`src/oaq_pkg.sv`:
```
// Constants, types and layouts for the overcurrent alert qualifier.
// Assumes a 200 MHz system clock and a 12-bit sense sample stream.
//
// Behaviour
// - Free-running 10 us window, no external phase
// - Averaged input judged at each window end
// - Shortest delay: one exceeding window asserts alert
// - Non-exceeding window leaves alert high
// - Medium delay: five consecutive exceeding windows
// - Failing window resets consecutive counter
// - Longest delay: ten consecutive exceeding windows
// - Delay pin: float 10, ground 50, supply 100
// - Latency varies up to one window
// - Medium adds 40 us, longest adds 90
// - Hysteresis pin: float 2, ground 4, supply 8 mV
// - Alert is active-low open drain
// - Release after one window below threshold minus hysteresis; LATCH high holds alert until disable
// - Disable clears counter, restart from zero
package oaq_pkg;

    // ****************************************
    // Timing
    // ****************************************
    localparam int    CLK_MHZ      = 200;
    localparam int    WINDOW_US    = 10;
    localparam int    WIN_CYC_INT  = WINDOW_US * CLK_MHZ;
    localparam [10:0] WIN_CYCLES   = 11'(WIN_CYC_INT);
    localparam int    DELAY_S_US   = 10;
    localparam int    DELAY_M_US   = 50;
    localparam int    DELAY_L_US   = 100;
    localparam [3:0]  WIN_SHORT    = 4'(DELAY_S_US / WINDOW_US);
    localparam [3:0]  WIN_MEDIUM   = 4'(DELAY_M_US / WINDOW_US);
    localparam [3:0]  WIN_LONG     = 4'(DELAY_L_US / WINDOW_US);

    // ****************************************
    // Sample scale and hysteresis
    // ****************************************
    localparam int    SAMPLE_W     = 12;
    localparam int    ACC_W        = 23;
    localparam int    LSB_NV       = 62500;
    localparam int    HYS_S_UV     = 2000;
    localparam int    HYS_M_UV     = 4000;
    localparam int    HYS_L_UV     = 8000;
    localparam [11:0] HYS_S_CODE   = 12'(HYS_S_UV * 1000 / LSB_NV);
    localparam [11:0] HYS_M_CODE   = 12'(HYS_M_UV * 1000 / LSB_NV);
    localparam [11:0] HYS_L_CODE   = 12'(HYS_L_UV * 1000 / LSB_NV);

    // ****************************************
    // Register map
    // ****************************************
    localparam [11:0] ADDR_THRESH  = 12'h000;
    localparam [11:0] ADDR_STATUS  = 12'h004;
    localparam [11:0] ADDR_INT_ST  = 12'h008;
    localparam [11:0] ADDR_INT_MSK = 12'h00c;
    localparam [11:0] THRESH_RST   = 12'hfff;
    localparam [2:0]  INT_MSK_RST  = 3'h0;
    localparam int    ST_ALERT     = 0;
    localparam int    ST_CNT_LSB   = 1;
    localparam int    ST_DLY_LSB   = 5;
    localparam int    ST_HYS_LSB   = 7;
    localparam int    ST_EN        = 9;
    localparam int    ST_LATCH     = 10;
    localparam int    EV_ASSERT    = 0;
    localparam int    EV_RELEASE   = 1;
    localparam int    EV_FAIL      = 2;
    localparam int    EV_N         = 3;

    // ****************************************
    // Types
    // ****************************************
    typedef enum logic [1:0] {
        OAQ_LVL_FLOAT  = 2'b00,
        OAQ_LVL_GND    = 2'b01,
        OAQ_LVL_SUPPLY = 2'b10
    } oaq_lvl_e;

    typedef enum logic [0:0] {
        OAQ_IDLE  = 1'b0,
        OAQ_ALERT = 1'b1
    } oaq_state_e;

    typedef struct packed {
        logic win_end;
        logic over;
        logic below;
    } oaq_win_s;

endpackage : oaq_pkg

```
`src/oaq_window.sv`:
```
// Free-running comparison window with sample averaging.
// Assumes samples arrive each cycle from front-end logic on the same clock.
`timescale 1ns/100ps
module oaq_window
    import oaq_pkg::*;
(
    input  wire logic                clk,
    input  wire logic                reset,
    input  wire logic                ce,
    input  wire logic [SAMPLE_W-1:0] sample,
    input  wire logic [SAMPLE_W-1:0] thresh,
    input  wire logic [SAMPLE_W-1:0] hyst,
    output oaq_win_s                 res
);

    logic [10:0]      win_cnt;
    logic [ACC_W-1:0] acc;
    logic [ACC_W-1:0] total;
    logic [ACC_W-1:0] hi_lim;
    logic [ACC_W-1:0] lo_lim;
    logic [SAMPLE_W-1:0] lo_thr;
    logic             last;

    // ****************************************
    // Window timer
    // ****************************************
    assign last = (win_cnt == WIN_CYCLES - 11'h001);

    always_ff @(posedge clk) begin
        if (reset) begin
            win_cnt <= 11'h000;
        end else if (ce) begin
            win_cnt <= last ? 11'h000 : win_cnt + 11'h001;
        end
    end

    // ****************************************
    // Sum over window, compare at its end
    // ****************************************
    assign total  = acc + ACC_W'(sample);
    assign lo_thr = (thresh > hyst) ? thresh - hyst : 12'h000;
    assign hi_lim = ACC_W'(thresh) * ACC_W'(WIN_CYCLES);
    assign lo_lim = ACC_W'(lo_thr) * ACC_W'(WIN_CYCLES);

    always_ff @(posedge clk) begin
        if (reset) begin
            acc <= '0;
        end else if (ce) begin
            acc <= last ? '0 : total;
        end
    end

    always_ff @(posedge clk) begin
        if (reset) begin
            res <= '0;
        end else if (ce) begin
            res.win_end <= last;
            res.over    <= last && (total > hi_lim);
            res.below   <= last && (total < lo_lim);
        end
    end

endmodule : oaq_window

```
`src/oaq_top.sv`:
```
// Overcurrent alert qualifier: window counting, alert pin and APB registers.
// Assumes level-detect pads deliver 2-bit codes for the delay and
// hysteresis pins, asynchronous to CLK_SYS, and an external pull-up.
//
// Our own choices: the APB register port and the placing of the registers.
`timescale 1ns/100ps
module oaq_top
    import oaq_pkg::*;
(
    input  wire logic                CLK_SYS,
    input  wire logic                RESET,
    input  wire logic                CE,
    input  wire logic [SAMPLE_W-1:0] SENSE_SAMPLE,
    input  wire logic [1:0]          DELAY_LVL,
    input  wire logic [1:0]          HYSTERESIS_SELECT,
    input  wire logic                ENABLE,
    input  wire logic                LATCH,
    output logic                     ALERT_O,
    output logic                     ALERT_OE_N,
    input  wire logic                PSEL,
    input  wire logic                PENABLE,
    input  wire logic                PWRITE,
    input  wire logic [11:0]         PADDR,
    input  wire logic [31:0]         PWDATA,
    input  wire logic [3:0]          PSTRB,
    output logic [31:0]              PRDATA,
    output logic                     PREADY,
    output logic                     PSLVERR,
    output logic                     IRQ
);

    logic [1:0]          dly_m;
    logic [1:0]          dly_s;
    logic [1:0]          hys_m;
    logic [1:0]          hys_s;
    logic [1:0]          en_m;
    logic [1:0]          latch_m;
    logic                en_s;
    logic                latch_s;
    logic [3:0]          target;
    logic [SAMPLE_W-1:0] hyst_code;
    logic [SAMPLE_W-1:0] thresh;
    oaq_win_s            win;
    logic [3:0]          cnt;
    logic [3:0]          next_cnt;
    oaq_state_e          state;
    oaq_state_e          next_state;
    logic [EV_N-1:0]     ev;
    logic [EV_N-1:0]     int_st;
    logic [EV_N-1:0]     int_msk;
    logic                acc_en;
    logic                rd_st;
    logic                mapped;
    logic [31:0]         rd_val;

    // ****************************************
    // Pin synchronisers
    // ****************************************
    always_ff @(posedge CLK_SYS) begin
        if (RESET) begin
            dly_m   <= 2'h0;
            dly_s   <= 2'h0;
            hys_m   <= 2'h0;
            hys_s   <= 2'h0;
            en_m    <= 2'h0;
            latch_m <= 2'h0;
        end else if (CE) begin
            dly_m   <= DELAY_LVL;
            dly_s   <= dly_m;
            hys_m   <= HYSTERESIS_SELECT;
            hys_s   <= hys_m;
            en_m    <= {en_m[0], ENABLE};
            latch_m <= {latch_m[0], LATCH};
        end
    end

    assign en_s    = en_m[1];
    assign latch_s = latch_m[1];

    // ****************************************
    // Three-level pin decode
    // ****************************************
    always_comb begin
        case (oaq_lvl_e'(dly_s))
            OAQ_LVL_FLOAT:  target = WIN_SHORT;
            OAQ_LVL_GND:    target = WIN_MEDIUM;
            OAQ_LVL_SUPPLY: target = WIN_LONG;
            default:        target = WIN_SHORT;
        endcase
    end

    always_comb begin
        case (oaq_lvl_e'(hys_s))
            OAQ_LVL_FLOAT:  hyst_code = HYS_S_CODE;
            OAQ_LVL_GND:    hyst_code = HYS_M_CODE;
            OAQ_LVL_SUPPLY: hyst_code = HYS_L_CODE;
            default:        hyst_code = HYS_S_CODE;
        endcase
    end

    // ****************************************
    // Comparison window
    // ****************************************
    oaq_window u_window (
        .clk    (CLK_SYS),
        .reset  (RESET),
        .ce     (CE),
        .sample (SENSE_SAMPLE),
        .thresh (thresh),
        .hyst   (hyst_code),
        .res    (win)
    );

    // ****************************************
    // Consecutive-window counter
    // ****************************************
    always_comb begin
        next_cnt = cnt;
        if (!en_s) begin
            next_cnt = 4'h0;
        end else if (win.win_end) begin
            if (!win.over) begin
                next_cnt = 4'h0;
            end else if (cnt < target) begin
                next_cnt = cnt + 4'h1;
            end else begin
                next_cnt = target;
            end
        end
    end

    always_ff @(posedge CLK_SYS) begin
        if (RESET) begin
            cnt <= 4'h0;
        end else if (CE) begin
            cnt <= next_cnt;
        end
    end

    // ****************************************
    // Alert state
    // ****************************************
    always_comb begin
        next_state = state;
        case (state)
            OAQ_IDLE: begin
                if (en_s && win.win_end && win.over && next_cnt >= target) begin
                    next_state = OAQ_ALERT;
                end
            end
            OAQ_ALERT: begin
                if (!en_s) begin
                    next_state = OAQ_IDLE;
                end else if (win.win_end && win.below && !latch_s) begin
                    next_state = OAQ_IDLE;
                end
            end
            default: next_state = OAQ_IDLE;
        endcase
    end

    always_ff @(posedge CLK_SYS) begin
        if (RESET) begin
            state <= OAQ_IDLE;
        end else if (CE) begin
            state <= next_state;
        end
    end

    // Pin always pulls to ground; enable alone decides
    always_ff @(posedge CLK_SYS) begin
        if (RESET) begin
            ALERT_O    <= 1'b0;
            ALERT_OE_N <= 1'b1;
        end else if (CE) begin
            ALERT_O    <= 1'b0;
            ALERT_OE_N <= (next_state != OAQ_ALERT);
        end
    end

    // ****************************************
    // Events and interrupt
    // ****************************************
    assign ev[EV_ASSERT]  = (state == OAQ_IDLE)  && (next_state == OAQ_ALERT);
    assign ev[EV_RELEASE] = (state == OAQ_ALERT) && (next_state == OAQ_IDLE);
    assign ev[EV_FAIL]    = en_s && win.win_end && !win.over && (cnt != 4'h0);

    assign acc_en = PSEL && PENABLE && PREADY;
    assign rd_st  = acc_en && !PWRITE && (PADDR == ADDR_INT_ST);

    always_ff @(posedge CLK_SYS) begin
        if (RESET) begin
            int_st <= '0;
        end else if (CE) begin
            int_st <= (rd_st ? '0 : int_st) | ev;
        end
    end

    always_ff @(posedge CLK_SYS) begin
        if (RESET) begin
            IRQ <= 1'b0;
        end else if (CE) begin
            IRQ <= |(((rd_st ? '0 : int_st) | ev) & int_msk);
        end
    end

    // ****************************************
    // APB slave
    // ****************************************
    always_comb begin
        mapped = 1'b1;
        rd_val = 32'h0000_0000;
        case (PADDR)
            ADDR_THRESH:  rd_val[SAMPLE_W-1:0] = thresh;
            ADDR_STATUS: begin
                rd_val[ST_ALERT]                = (state == OAQ_ALERT);
                rd_val[ST_CNT_LSB +: 4]         = cnt;
                rd_val[ST_DLY_LSB +: 2]         = dly_s;
                rd_val[ST_HYS_LSB +: 2]         = hys_s;
                rd_val[ST_EN]                   = en_s;
                rd_val[ST_LATCH]                = latch_s;
            end
            ADDR_INT_ST:  rd_val[EV_N-1:0] = int_st;
            ADDR_INT_MSK: rd_val[EV_N-1:0] = int_msk;
            default:      mapped = 1'b0;
        endcase
    end

    always_ff @(posedge CLK_SYS) begin
        if (RESET) begin
            PREADY  <= 1'b0;
            PRDATA  <= 32'h0000_0000;
            PSLVERR <= 1'b0;
        end else if (CE) begin
            PREADY  <= PSEL && !PENABLE && !PREADY;
            PSLVERR <= PSEL && !PENABLE && !PREADY && !mapped;
            if (PSEL && !PENABLE && !PREADY && !PWRITE) begin
                PRDATA <= rd_val;
            end
        end
    end

    // Threshold may change at any time, new value used at once
    always_ff @(posedge CLK_SYS) begin
        if (RESET) begin
            thresh  <= THRESH_RST;
            int_msk <= INT_MSK_RST;
        end else if (CE && acc_en && PWRITE) begin
            if (PADDR == ADDR_THRESH) begin
                if (PSTRB[0]) thresh[7:0]  <= PWDATA[7:0];
                if (PSTRB[1]) thresh[11:8] <= PWDATA[11:8];
            end
            if (PADDR == ADDR_INT_MSK && PSTRB[0]) begin
                int_msk <= PWDATA[EV_N-1:0];
            end
        end
    end

endmodule : oaq_top

```
`config.mk`:
```
export PLATFORM = sky130hd
export DESIGN_NAME = oaq_top
export DESIGN_NICKNAME = d
export VERILOG_FILES = /design/src/oaq_pkg.sv /design/src/oaq_window.sv /design/src/oaq_top.sv
export SDC_FILE = /design/constraint.sdc
export NUM_CORES = 1
export LEC_CHECK = 0
export BUFFER_PORTS_ARGS = -buffer_cell sky130_fd_sc_hd__buf_2
export CAP_MARGIN = 10
export CORE_MARGIN = 2
export CORE_UTILIZATION = 61
export CTS_CLUSTER_SIZE = 28
export DETAILED_ROUTE_END_ITERATION = 12
export GPL_ROUTABILITY_DRIVEN = 0
export PLACE_DENSITY = 0.82
export SYNTH_ARGS = -nofsm -noshare
export SYNTH_HDL_FRONTEND = slang
export SYNTH_SLANG_ARGS = --single-unit
```
`constraint.sdc`:
```
create_clock -name CLK_SYS -period 8.9 [get_ports CLK_SYS]
set_input_delay 1.78 -clock CLK_SYS [delete_from_list [all_inputs] [get_ports CLK_SYS]]
set_output_delay 1.78 -clock CLK_SYS [all_outputs]
set_load 0.005 [all_outputs]
```
==> run metrics <==
NumNets Final=~1500; Final Hold Fails=0; fill count=between 1000 and 1500; WL/cell=15.57 um; CP max-delay cell=fa_1; Setup Skew=0.01198 ns; commonest non-fill, non-tap cell in the layout=ha_1; first drt pass iteration count=5; CTS tree=done; post-route ant nets=0; CP endpoint kind=flop; CP Max Fanout=8; crit path DAT=7.65 ns; sequential area share after synthesis=0.1756; critical path data required time=between 9 and 10 ns; sequential share of power=0.318; DRC Markers=0; reg2reg setup slack=1.49 ns; switching share of power=0.3576; area of the multi-input gates=7625 um2; part of the power in combinational logic=0.378; Post-CTS Hold Buffers=0; max-slew violations=0; RSZ-0062 raised after global routing=no; clock power share=0.304; critical path startpoint category=flop; most used flip-flop cell after synthesis=dfxtp_1; CP dominant cell by count=fa_1; Period minus WS final=7.414 ns; Total GRT Usage=0.2603; Initial Util=0.6272; Syn Std Cell Area=10030 um2; MaxCap Viol Count=0; min-delay src=int_st[0]; peak supply drop=0.09343 mV; hold path cells=2; # diodes=0; # H-tree levels=3; number of global-route vias before repair=7957; Max-Slew Margin vs Limit=0.3322; Ports=109; number of synthesis warnings=0; Die H=132.3 um; R2R Path End=u_window.res[0]; Reg2Reg Depth=26; CTS buffer count=9; initial antenna violation count=0; pwr/cell area=122.0 nW/um2; Top Family by Delay on Critical Path=adder cells; most frequent cells in the layout=160 x ha_1, 114 x inv_1, 90 x nand2_1; largest net degree at the start of global routing=56; first-pass GRT wire length=~38000 um; Initial DRC Count=350; layout cell share with drive strength beyond 1=0.09688; switching power=0.4680 mW; Vias/cell=5.775; Area Growth Syn to Fin=6.945%; Pleak=roughly 4.9 nW; Clock Sinks=slightly below 90; Setup TNS=0 ns; Worst-path clk slew=0.08 ns; WHS=0.4693 ns; Max stage delay on crit path=0.64 ns; internal power=0.8409 mW; worst hold path class=reg -> reg; crit path from=thresh[5]; wirelength, routed=around 22000 um; Synth cell types=75; Tightest Pin Transition=0.9996 ns; core area=roughly 16000 um2; die footprint=17490 um2; Post-synth EDFFs=0; CTS root buffer=clkbuf_16; HPWL Detailed=around 18000 um; Async S/R FF share, synth=0; remaining global-route overflow=0; Port Buffers=65; fin crit share=0.8330; critical path class=reg -> reg; die width=approximately 130 um; Cell Rows=46; Yosys reg bits=88; crit path buf inv count=2; Fmax achieved=0.1349 GHz; PostCTS Resize Cnt=0; Syn Inst Count=1134; via count=8102; Max clock buf depth=2; Reg-to-Reg Start=thresh[5]; Post-CTS Setup Inserts=0; Worst Hold End=int_st[0]; Seq. cell area=approximately 1800 um2; final-report setup violation count=0; Clock Latency Late Sink=0.35 ns; run status=complete, no violations; average size of a mapped cell=8.849 um2
[kinds of logic (layout without fill, tap and decap cells)]
kind of cell             Yosys count  in the layout  share of synthesized area
AO/OA/AOI/OAI                    247            247                     0.1651
XOR/XNOR                          62             62                    0.05411
adder cells (fa/ha/maj)          237            237                     0.3531
buffers and inverters            165            198                    0.07207
flip-flops                        88             88                     0.1756
multiplexers                      25             25                    0.02893
other                              1             21                  0.0003737
AND/OR/NAND/NOR                  309            309                     0.1507
[registers in the layout, summed over array words and instances (netlist names)]
signal and flops:
cnt 4, u_window.win_cnt 11, int_st 3, ALERT_OE_N 1
PREADY 1, dly_m 2, hys_m 2, IRQ 1
en_m 2, u_window.res 3, latch_m 2, state 1
u_window.acc 23, PRDATA 12, thresh 12, PSLVERR 1
dly_s 2, hys_s 2, int_msk 3
[worst max path at each step]
stage                                  to  slack [ns]  cells after the start
after floorplan           u_window.res[0]        2.46                     27
after global routing      u_window.res[0]        0.94                     26
final                     u_window.res[0]        1.49                     26
after CTS                 u_window.res[0]        1.48                     26
after global placement    u_window.res[0]        1.66                     26
after detailed placement  u_window.res[0]        1.55                     26
[power by group through the flow]
stage | registers [mW] | clock network (mW) | logic [mW]
finish | 0.416 | 0.398 | 0.495
global route | 0.417 | 0.416 | 0.560
CTS | 0.416 | 0.401 | 0.491
detailed placement | 0.425 | 0 | 0.486
global placement | 0.424 | 0 | 0.472
floorplan | 0.422 | 0 | 0.390
[cell type report]
| type | count | area share |
|---|---|---|
| clock inverters | 7 | 0.007229 |
| multi-input cells | 901 | 0.7105 |
| flip-flops and latches | 88 | 0.1642 |
| well taps | 216 | 0.02518 |
| clock buffers | 9 | 0.02099 |
| inverters | 115 | 0.04022 |
| repair buffers | 67 | 0.03171 |
[per-stage QoR]
step,instance area [um2],total power [mW],util,std cells,setup slack (ns)
after floorplan,10110,0.8120,-,1154,2.459
after global placement,10430,0.8966,0.6518,1387,1.657
after detailed placement,10430,0.9107,0.6518,1387,1.550
after CTS,10730,1.308,0.6707,1403,1.478
after global routing,10730,1.393,0.6707,1403,0.9441
final,10730,1.309,0.6707,1403,1.487
[routing by layer]
layer  up-vias  part of all wire  GRT usage
li1       4010                 -          -
met1      3882              0.45     0.3457
met2       190              0.49     0.4531
met3        20             0.045    0.03230
met4         0             0.013    0.06332
met5         -                 0          0
[synth_stat cells, drive strengths merged, types with 4 or more instances]
| cell | number | share of area |
|---|---|---|
| nor2b | 15 | 0.0094 |
| nor3b | 7 | 0.0057 |
| nor2 | 89 | 0.033 |
| o31ai | 8 | 0.0060 |
| nor3 | 13 | 0.0090 |
| nand2 | 90 | 0.034 |
| dfxtp | 88 | 0.18 |
| o21a | 14 | 0.010 |
| o211ai | 14 | 0.010 |
| mux2i | 20 | 0.020 |
| o22a | 4 | 0.0035 |
| o31a | 5 | 0.0044 |
| a21o | 18 | 0.014 |
| nand3b | 4 | 0.0030 |
| clkbuf | 14 | 0.0052 |
| ha | 160 | 0.20 |
| buf | 36 | 0.024 |
| xnor2 | 38 | 0.033 |
| xor2 | 24 | 0.021 |
| inv | 114 | 0.043 |
| nor4 | 8 | 0.0050 |
| nand3 | 27 | 0.014 |
| a31oi | 7 | 0.0044 |
| fa | 77 | 0.15 |
| or2 | 9 | 0.0059 |
| and3 | 11 | 0.0071 |
| nand4 | 14 | 0.0087 |
| a22oi | 11 | 0.0082 |
| a211oi | 10 | 0.0085 |
| and4 | 6 | 0.0052 |
| o21ai | 51 | 0.025 |
| a21oi | 64 | 0.032 |
| nand2b | 7 | 0.0044 |
| a22o | 10 | 0.0087 |
[tightest hold or removal path: stages (launching register included)]
cell and delay [ns]:
dfxtp_1 0.32, nand2_1 0.05, a21oi_1 0.05
Power figures use the tool's default switching activity.
